### src/pkg/nand_host_defs.svh
`ifndef NAND_HOST_DEFS_SVH
`define NAND_HOST_DEFS_SVH
`define CMD_READ 8'h00
`define CMD_READ_CONF 8'h30
`define CMD_COPY_CONF 8'h35
`define CMD_BOOST_CONF 8'h36
`define CMD_CACHE_SEQ 8'h31
`define CMD_CACHE_END 8'h3F
`define CMD_PLANE_READ 8'h32
`define CMD_COL_CHANGE 8'h05
`define CMD_ROW_CHANGE 8'h06
`define CMD_CHANGE_CONF 8'hE0
`define CMD_STATUS 8'h70
`define CMD_STATUS_ENH 8'h78
`define CMD_RESET 8'hFF
`define CMD_RESET_LUN 8'hFA
`define CMD_PROG 8'h80
`define CMD_PROG_PLANE2 8'h81
`define CMD_PROG_CONF 8'h10
`define CMD_CACHE_CONF 8'h15
`define CMD_PLANE_NEXT 8'h11
`define CMD_RAND_IN 8'h85
`define CMD_REPROG 8'h8B
`define CMD_ERASE 8'h60
`define CMD_ERASE_CONF 8'hD0
`define CMD_ERASE_PLANE 8'hD1
`define CMD_READ_ID 8'h90
`define CMD_GET_FEAT 8'hEE
`define CLK_PERIOD_NS 8
`define SETUP_NS 10
`define STROBE_LOW_NS 15
`define STROBE_HIGH_NS 10
`define EDO_LIMIT_NS 30
`define SETUP_CYC ((`SETUP_NS + `CLK_PERIOD_NS - 1) / `CLK_PERIOD_NS)
`define LOW_CYC ((`STROBE_LOW_NS + `CLK_PERIOD_NS - 1) / `CLK_PERIOD_NS)
`define HIGH_CYC ((`STROBE_HIGH_NS + `CLK_PERIOD_NS - 1) / `CLK_PERIOD_NS)
`endif

### src/pkg/nand_host_pkg.sv
package nand_host_pkg;
  typedef enum logic [1:0] {
    KIND_CMD = 2'h0,
    KIND_ADDR = 2'h1,
    KIND_WDATA = 2'h2,
    KIND_RDATA = 2'h3
  } op_kind_type;
  typedef enum logic [4:0] {
    ST_IDLE = 5'b0_0001,
    ST_WAIT = 5'b0_0010,
    ST_SETUP = 5'b0_0100,
    ST_LOW = 5'b0_1000,
    ST_HIGH = 5'b1_0000
  } state_type;
endpackage

### src/rtl/nand_host.sv
// Behaviour
// - read sequences 00-30/35/36, 31, 00-31, 3F
// - 05 or 06, addresses, then E0
// - during read busy only reset and status
// - program sequences 80-10, 80-15, 85, 8B-10
// - erase 60-D0; two-plane 60-60-D0, 60-D1-60-D0
// - two-plane loads separated by 11
// - two-plane read 00-32-00-30/35
// - commands and addresses on low lane only
// - command latched on input strobe rise, cle
// - address latched on input strobe rise, ale
// - write data per input strobe, protect high
// - protect high through modify command, address cycles
// - select may rise between read cycles
// - fast cycles capture on next falling edge; here every read samples as the strobe rises
// - strobes held high while device busy, except for status and reset commands
`timescale 1ns/10ps
`include "nand_host_defs.svh"
module nand_host #(
  parameter int DATA_W = 8,
  parameter int SETUP_CYC = `SETUP_CYC,
  parameter int LOW_CYC = `LOW_CYC,
  parameter int HIGH_CYC = `HIGH_CYC
) (
  input wire logic CLK_I,
  input wire logic RST_I,
  input wire logic OP_VALID_I,
  input wire nand_host_pkg::op_kind_type OP_KIND_I,
  input wire logic [DATA_W-1:0] OP_DATA_I,
  input wire logic WRITE_EN_I,
  output logic OP_READY_O,
  output logic RD_VALID_O,
  output logic [DATA_W-1:0] RD_DATA_O,
  output logic BUSY_O,
  output logic CHIP_SELECT_N_O,
  output logic CMD_LATCH_EN_O,
  output logic ADDR_LATCH_EN_O,
  output logic INPUT_STROBE_N_O,
  output logic OUTPUT_STROBE_N_O,
  output logic PROTECT_N_O,
  input wire logic BUSY_FLAG_N_I,
  input wire logic [DATA_W-1:0] IO_I,
  output logic [DATA_W-1:0] IO_O,
  output logic [DATA_W-1:0] IO_OE_O
);
  import nand_host_pkg::*;

  localparam logic [7:0] SETUP_LAST = 8'(SETUP_CYC - 1);
  localparam logic [7:0] LOW_LAST = 8'(LOW_CYC - 1);
  localparam logic [7:0] HIGH_LAST = 8'(HIGH_CYC - 1);

  state_type state_r, state_nxt;
  op_kind_type kind_r;
  logic [DATA_W-1:0] data_r;
  logic [7:0] cnt_r;
  logic busy_s1_r, busy_s2_r;
  logic [DATA_W-1:0] io_s1_r, io_s2_r;
  logic modify_r, narrow_r;
  logic ce_n_r, cle_r, ale_r, we_n_r, re_n_r, prot_r, oe_r;
  logic [DATA_W-1:0] io_o_r, rd_data_r;
  logic ready_r, rd_valid_r;
  logic last_cnt, capture;

  function automatic logic busy_ok(input op_kind_type k,
                                   input logic [7:0] c);
    busy_ok = (k == KIND_CMD) &&
              (c == `CMD_STATUS || c == `CMD_STATUS_ENH ||
               c == `CMD_RESET || c == `CMD_RESET_LUN);
  endfunction

  // pins come from another domain; only the second stage is read
  always_ff @(posedge CLK_I or posedge RST_I) begin
    if (RST_I) begin
      busy_s1_r <= 1'b0;
      busy_s2_r <= 1'b0;
      io_s1_r <= '0;
      io_s2_r <= '0;
    end else begin
      busy_s1_r <= BUSY_FLAG_N_I;
      busy_s2_r <= busy_s1_r;
      io_s1_r <= IO_I;
      io_s2_r <= io_s1_r;
    end
  end

  always_comb begin
    case (state_r)
      ST_SETUP: last_cnt = (cnt_r == SETUP_LAST);
      ST_LOW: last_cnt = (cnt_r == LOW_LAST);
      ST_HIGH: last_cnt = (cnt_r == HIGH_LAST);
      default: last_cnt = 1'b0;
    endcase
  end

  always_comb begin
    state_nxt = state_r;
    case (state_r)
      ST_IDLE: begin
        if (OP_VALID_I && ready_r) begin
          // hold strobes off a busy device unless the code is allowed
          if (!busy_s2_r && !busy_ok(OP_KIND_I, OP_DATA_I[7:0])) begin
            state_nxt = ST_WAIT;
          end else begin
            state_nxt = ST_SETUP;
          end
        end
      end
      ST_WAIT: begin
        if (busy_s2_r) begin
          state_nxt = ST_SETUP;
        end
      end
      ST_SETUP: begin
        if (last_cnt) begin
          state_nxt = ST_LOW;
        end
      end
      ST_LOW: begin
        if (last_cnt) begin
          state_nxt = ST_HIGH;
        end
      end
      ST_HIGH: begin
        if (last_cnt) begin
          state_nxt = ST_IDLE;
        end
      end
      default: state_nxt = ST_IDLE;
    endcase
  end

  always_ff @(posedge CLK_I or posedge RST_I) begin
    if (RST_I) begin
      state_r <= ST_IDLE;
      cnt_r <= 8'h00;
    end else begin
      state_r <= state_nxt;
      cnt_r <= (state_nxt != state_r) ? 8'h00 : cnt_r + 8'h01;
    end
  end

  always_ff @(posedge CLK_I or posedge RST_I) begin
    if (RST_I) begin
      kind_r <= KIND_CMD;
      data_r <= '0;
      ready_r <= 1'b0;
    end else begin
      if (state_r == ST_IDLE && OP_VALID_I && ready_r) begin
        kind_r <= OP_KIND_I;
        data_r <= OP_DATA_I;
      end
      ready_r <= (state_nxt == ST_IDLE) &&
                 !(state_r == ST_IDLE && OP_VALID_I && ready_r);
    end
  end

  // sequence stays open through its confirm strobe, so protect holds there
  always_ff @(posedge CLK_I or posedge RST_I) begin
    if (RST_I) begin
      modify_r <= 1'b0;
    end else if (state_r == ST_SETUP && cnt_r == 8'h00 &&
                 kind_r == KIND_CMD) begin
      case (data_r[7:0])
        `CMD_PROG, `CMD_PROG_PLANE2, `CMD_RAND_IN, `CMD_REPROG,
        `CMD_PLANE_NEXT: modify_r <= 1'b1;
        `CMD_ERASE, `CMD_ERASE_PLANE: modify_r <= 1'b1;
        default: modify_r <= modify_r;
      endcase
    end else if (state_r == ST_HIGH && last_cnt && kind_r == KIND_CMD &&
                 data_r[7:0] inside {`CMD_PROG_CONF, `CMD_CACHE_CONF,
                 `CMD_ERASE_CONF, `CMD_RESET, `CMD_RESET_LUN}) begin
      modify_r <= 1'b0;
    end
  end

  always_ff @(posedge CLK_I or posedge RST_I) begin
    if (RST_I) begin
      narrow_r <= 1'b0;
    end else if (state_r == ST_SETUP && cnt_r == 8'h00 &&
                 kind_r == KIND_CMD) begin
      case (data_r[7:0])
        `CMD_STATUS, `CMD_STATUS_ENH, `CMD_READ_ID,
        `CMD_GET_FEAT: narrow_r <= 1'b1;
        `CMD_READ, `CMD_READ_CONF, `CMD_COPY_CONF, `CMD_BOOST_CONF,
        `CMD_CACHE_SEQ, `CMD_CACHE_END, `CMD_PLANE_READ, `CMD_COL_CHANGE,
        `CMD_ROW_CHANGE, `CMD_CHANGE_CONF: begin
          narrow_r <= 1'b0;
        end
        default: narrow_r <= 1'b0;
      endcase
    end
  end

  // pin drive; select held low only for the word in flight
  always_ff @(posedge CLK_I or posedge RST_I) begin
    if (RST_I) begin
      ce_n_r <= 1'b1;
      cle_r <= 1'b0;
      ale_r <= 1'b0;
      we_n_r <= 1'b1;
      re_n_r <= 1'b1;
      oe_r <= 1'b0;
      io_o_r <= '0;
    end else begin
      ce_n_r <= !(state_nxt inside {ST_SETUP, ST_LOW, ST_HIGH});
      cle_r <= (state_nxt != ST_IDLE && state_nxt != ST_WAIT) &&
               (state_r != ST_IDLE) && kind_r == KIND_CMD;
      ale_r <= (state_nxt != ST_IDLE && state_nxt != ST_WAIT) &&
               (state_r != ST_IDLE) && kind_r == KIND_ADDR;
      we_n_r <= !(state_nxt == ST_LOW && kind_r != KIND_RDATA);
      re_n_r <= !(state_nxt == ST_LOW && kind_r == KIND_RDATA);
      oe_r <= (state_nxt inside {ST_SETUP, ST_LOW, ST_HIGH}) &&
              (state_r != ST_IDLE) && kind_r != KIND_RDATA;
      if (kind_r == KIND_WDATA) begin
        io_o_r <= data_r;
      end else begin
        io_o_r <= DATA_W'(data_r[7:0]);
      end
    end
  end

  always_ff @(posedge CLK_I or posedge RST_I) begin
    if (RST_I) begin
      prot_r <= 1'b0;
    end else begin
      prot_r <= WRITE_EN_I || modify_r;
    end
  end

  // pin seen two stages late: this samples it as the strobe rises
  assign capture = kind_r == KIND_RDATA && last_cnt &&
                   state_r == ST_HIGH;

  always_ff @(posedge CLK_I or posedge RST_I) begin
    if (RST_I) begin
      rd_valid_r <= 1'b0;
      rd_data_r <= '0;
    end else begin
      rd_valid_r <= capture;
      if (capture) begin
        rd_data_r <= narrow_r ? DATA_W'(io_s2_r[7:0]) : io_s2_r;
      end
    end
  end

  assign OP_READY_O = ready_r;
  assign RD_VALID_O = rd_valid_r;
  assign RD_DATA_O = rd_data_r;
  assign BUSY_O = !busy_s2_r;
  assign CHIP_SELECT_N_O = ce_n_r;
  assign CMD_LATCH_EN_O = cle_r;
  assign ADDR_LATCH_EN_O = ale_r;
  assign INPUT_STROBE_N_O = we_n_r;
  assign OUTPUT_STROBE_N_O = re_n_r;
  assign PROTECT_N_O = prot_r;
  assign IO_O = io_o_r;
  assign IO_OE_O = {DATA_W{oe_r}};
endmodule

### config.mk
export PLATFORM = sky130hd
export DESIGN_NAME = nand_host
export DESIGN_NICKNAME = d
export VERILOG_FILES = /design/src/pkg/nand_host_pkg.sv /design/src/rtl/nand_host.sv
export VERILOG_INCLUDE_DIRS = /design/src /design/src/pkg
export SDC_FILE = /design/constraint.sdc
export NUM_CORES = 1
export LEC_CHECK = 0
export BUFFER_PORTS_ARGS = -buffer_cell sky130_fd_sc_hd__clkbuf_2
export CAP_MARGIN = 5
export CORE_ASPECT_RATIO = 0.75
export CORE_MARGIN = 2
export CORE_UTILIZATION = 33
export CTS_CLUSTER_DIAMETER = 100
export DETAILED_ROUTE_END_ITERATION = 8
export GPL_ROUTABILITY_DRIVEN = 0
export PLACE_DENSITY = 0.63
export SLEW_MARGIN = 20
export SYNTH_ARGS = -nofsm -noshare
export SYNTH_HDL_FRONTEND = slang
export SYNTH_SLANG_ARGS = --single-unit
export TNS_END_PERCENT = 100
### constraint.sdc
create_clock -name CLK_I -period 3 [get_ports CLK_I]
set_input_delay 0.3 -clock CLK_I [delete_from_list [all_inputs] [get_ports CLK_I]]
set_output_delay 0.3 -clock CLK_I [all_outputs]
set_load 0.02 [all_outputs]
==> impl_metrics.yaml <==
status:
  status: "finished, final reports clean"
global_routing:
  grt.overflow.total: 0
  use_met1_pct: 17.69
  grtUsageMet3_pct: 5.259
  grt.met2_usage_pct: 15.99
  grt_max_degree: 68
  grt_pass1_wl_um: 8459
  grtUsageTotal_pct: 12.46
  top_usage_layer: "met1"
  grt_pass1_vias: 1740
  grt_antenna_before_repair: 0
pwr:
  p_leak_nw: 1.557
  ir_drop_mv: 0.2723
  power_density_nw_per_um2: 886.7
  total_power_mw: 2.917
routing:
  first_pass_iters: 4
  drt.antenna.violating_nets: 0
  drc: 0
  wirelength_um: 5261
  wl_per_cell_um: 13.32
  drt_iter0_drc: 121
  vias_per_cell: 4.795
  num_vias: 1894
yosys:
  ys_async_sr_fraction_pct: 100.0
  syn_nets: 258
  syn_area_per_cell_um2: 11.87
  synth.area.mux_share_pct: 6.951
  yosysSeqAreaShare_pct: 61.06
  synth_ff_type: "dfrtp_1"
  synth-seq-cells: 67
  synth_most_common_cell: "dfrtp_1"
  synth_cells: 232
  synth_top_family_by_area: "simple AND/OR/NAND/NOR gates"
  synth_compound_area_share_pct: 6.815
  synth_xor_area_share_pct: 2.226
  ys_top_cells_by_area: "dfrtp_1, mux2_2, dfstp_2"
  ys_types: 46
  synthTopCellsByCount: "dfrtp_1, mux2_2, nand2_1, nor2_1"
  yosysWarnings: 0
  synth_top_area_cell: "dfrtp_1"
  yosysTopAreaCellShare_pct: 57.25
  synth_enable_flop_cells: 0
  synthAdderAreaFrac_pct: 1.363
  syn_area_um2: 2754
  synth-simple-area-share_pct: 17.04
finish:
  drive_gt1_share_pct: 35.86
  utilization_pct: 41.18
  nets: 312
  fin_area_um2: 3289
  syn_to_final_growth_pct: 19.45
  antenna_cells: 0
  fin_cells: 395
timing:
  rsz0062_at_grt: "no"
  fin_setup_tns_ps: 0
  max_freq_mhz: 406.4
  hold_violations: 0
  slew_viol_final: 0
  period_share_pct: 82.03
  slew-limit-headroom_pct: 45.76
  finClkSkew_ps: 10.50
  min_period_ps: 2461
  setup_viol: 0
  hold_ws_ps: 55.77
  setup_slack_ps: 539.2
  tightest_slew_ps: 813.6
run:
  maxCapViolCount: 0
floorplanning:
  rows: 28
  pin_count: 56
  core-area_um2: 7988
  die-area_um2: 9099
  die_width_um: 109.5
  start_util_pct: 34.48
  dieHeight_um: 83.11
placement:
  port_buffers: 55
  place_inst: 380
  dp_hpwl_um: 3671
  place_area_um2: 3088
  pre_cts_slack_ps: 540.1
cts:
  cts.sinks: 67
  path_clk_slew_ps: 70
  cts_root_buf: "clkbuf_8"
  cts_tree: "built"
  cts_max_path_buffers: 2
  clock_latency_ps: 350
  cts_buffers: 9
  htreeDepth: 3
  cts_setup_buffers: 0
  cts_resized: 0
  holdBufCountCts: 0
worst_setup_path:
  cp.arrival_ps: 2690
  cp_data_required_time_ps: 3230
  crit_path_start_kind: "register"
  critPathCaptureType: "register"
  cp_max_fo: 9
  critPathKind: "reg -> reg"
min_path:
  hp-class: "in -> reg"
metal layers:
| metal | up-vias | share of wire (%) |
|---|---|---|
| met5 | - | 0 |
| met4 | 0 | 1.3 |
| met3 | 6 | 7.3 |
| met2 | 66 | 40 |
| met1 | 909 | 51 |
| li1 | 913 | - |
where the power goes:
group | total [mW] | switching, mW | internal, mW
clock | 0.757 | 0.329 | 0.428
combinational | 0.832 | 0.493 | 0.340
sequential | 1.33 | 0.222 | 1.11
total | 2.92 | 1.04 | 1.87
cell type report:
type / count / area, µm²
Fill cell: 747 / 4698
Sequential cell: 67 / 1682
Multi-Input combinational cell: 142 / 947.2
Timing Repair Buffer: 58 / 297.8
Clock buffer: 12 / 155.1
Tap cell: 105 / 131.4
Clock inverter: 3 / 46.29
Inverter: 8 / 30.03
worst paths after layout:
kind                                      from                   endpoint  slack, ps  cells past startpoint
max in group asynchronous                RST_I  ADDR_LATCH_EN_O$_DFF_PP0_       2300                      3
min reg2reg                busy_s1_r$_DFF_PP0_        busy_s2_r$_DFF_PP0_        350                      0
min                                    IO_I[0]       io_s1_r[0]$_DFF_PP0_         60                      1
max                         cnt_r[1]$_DFF_PP0_   RD_DATA_O[6]$_DFFE_PP0P_        540                      6
min in group asynchronous                RST_I       io_s1_r[0]$_DFF_PP0_        180                      3
max reg2reg                 cnt_r[1]$_DFF_PP0_   RD_DATA_O[6]$_DFFE_PP0P_        540                      6
sequential cells by signal (all words and copies together), names as in the netlist, 2 cells and up:
name / count
IO_O: 8
RD_DATA_O: 8
cnt_r: 8
data_r: 8
io_s1_r: 8
io_s2_r: 8
state_r: 5
kind_r: 2
cells by family (layout without fill, tap and decap cells):
kind of cell | Yosys count | count (layout)
XOR/XNOR | 7 | 7
adder cells (fa/ha/maj) | 3 | 3
buffers and inverters | 23 | 81
flip-flops | 67 | 67
AND/OR/NAND/NOR | 86 | 86
multiplexers | 17 | 17
AO/OA/AOI/OAI | 29 | 29
placed cells by master (no fill, tap or decap), types with 2 or more instances in the layout:
cell and count:
dfrtp_1 63, clkbuf_2 55, nor2_1 17, mux2_2 17, nand2_1 17, nand3_1 11
o21ai_0 11, clkbuf_8 11, inv_1 6, nor4_1 6, xnor2_1 5, nand4_1 5
dfstp_2 4, a21oi_1 4, or2_2 4, o22ai_1 4, or4_1 3, nand2b_1 3
nor3_1 3, nor3b_1 3, ha_1 3, buf_4 3, or3_1 2, nand4b_1 2
o31ai_1 2, xor2_1 2
worst max-delay path, stage by stage, from the launching register on:
cell and delay [ps]:
dfrtp_1 420, inv_1 100, ha_1 140, or3b_2 510, or2_1 310, nor3_4 480
mux2_2 400
Power figures use the tool's default switching activity.
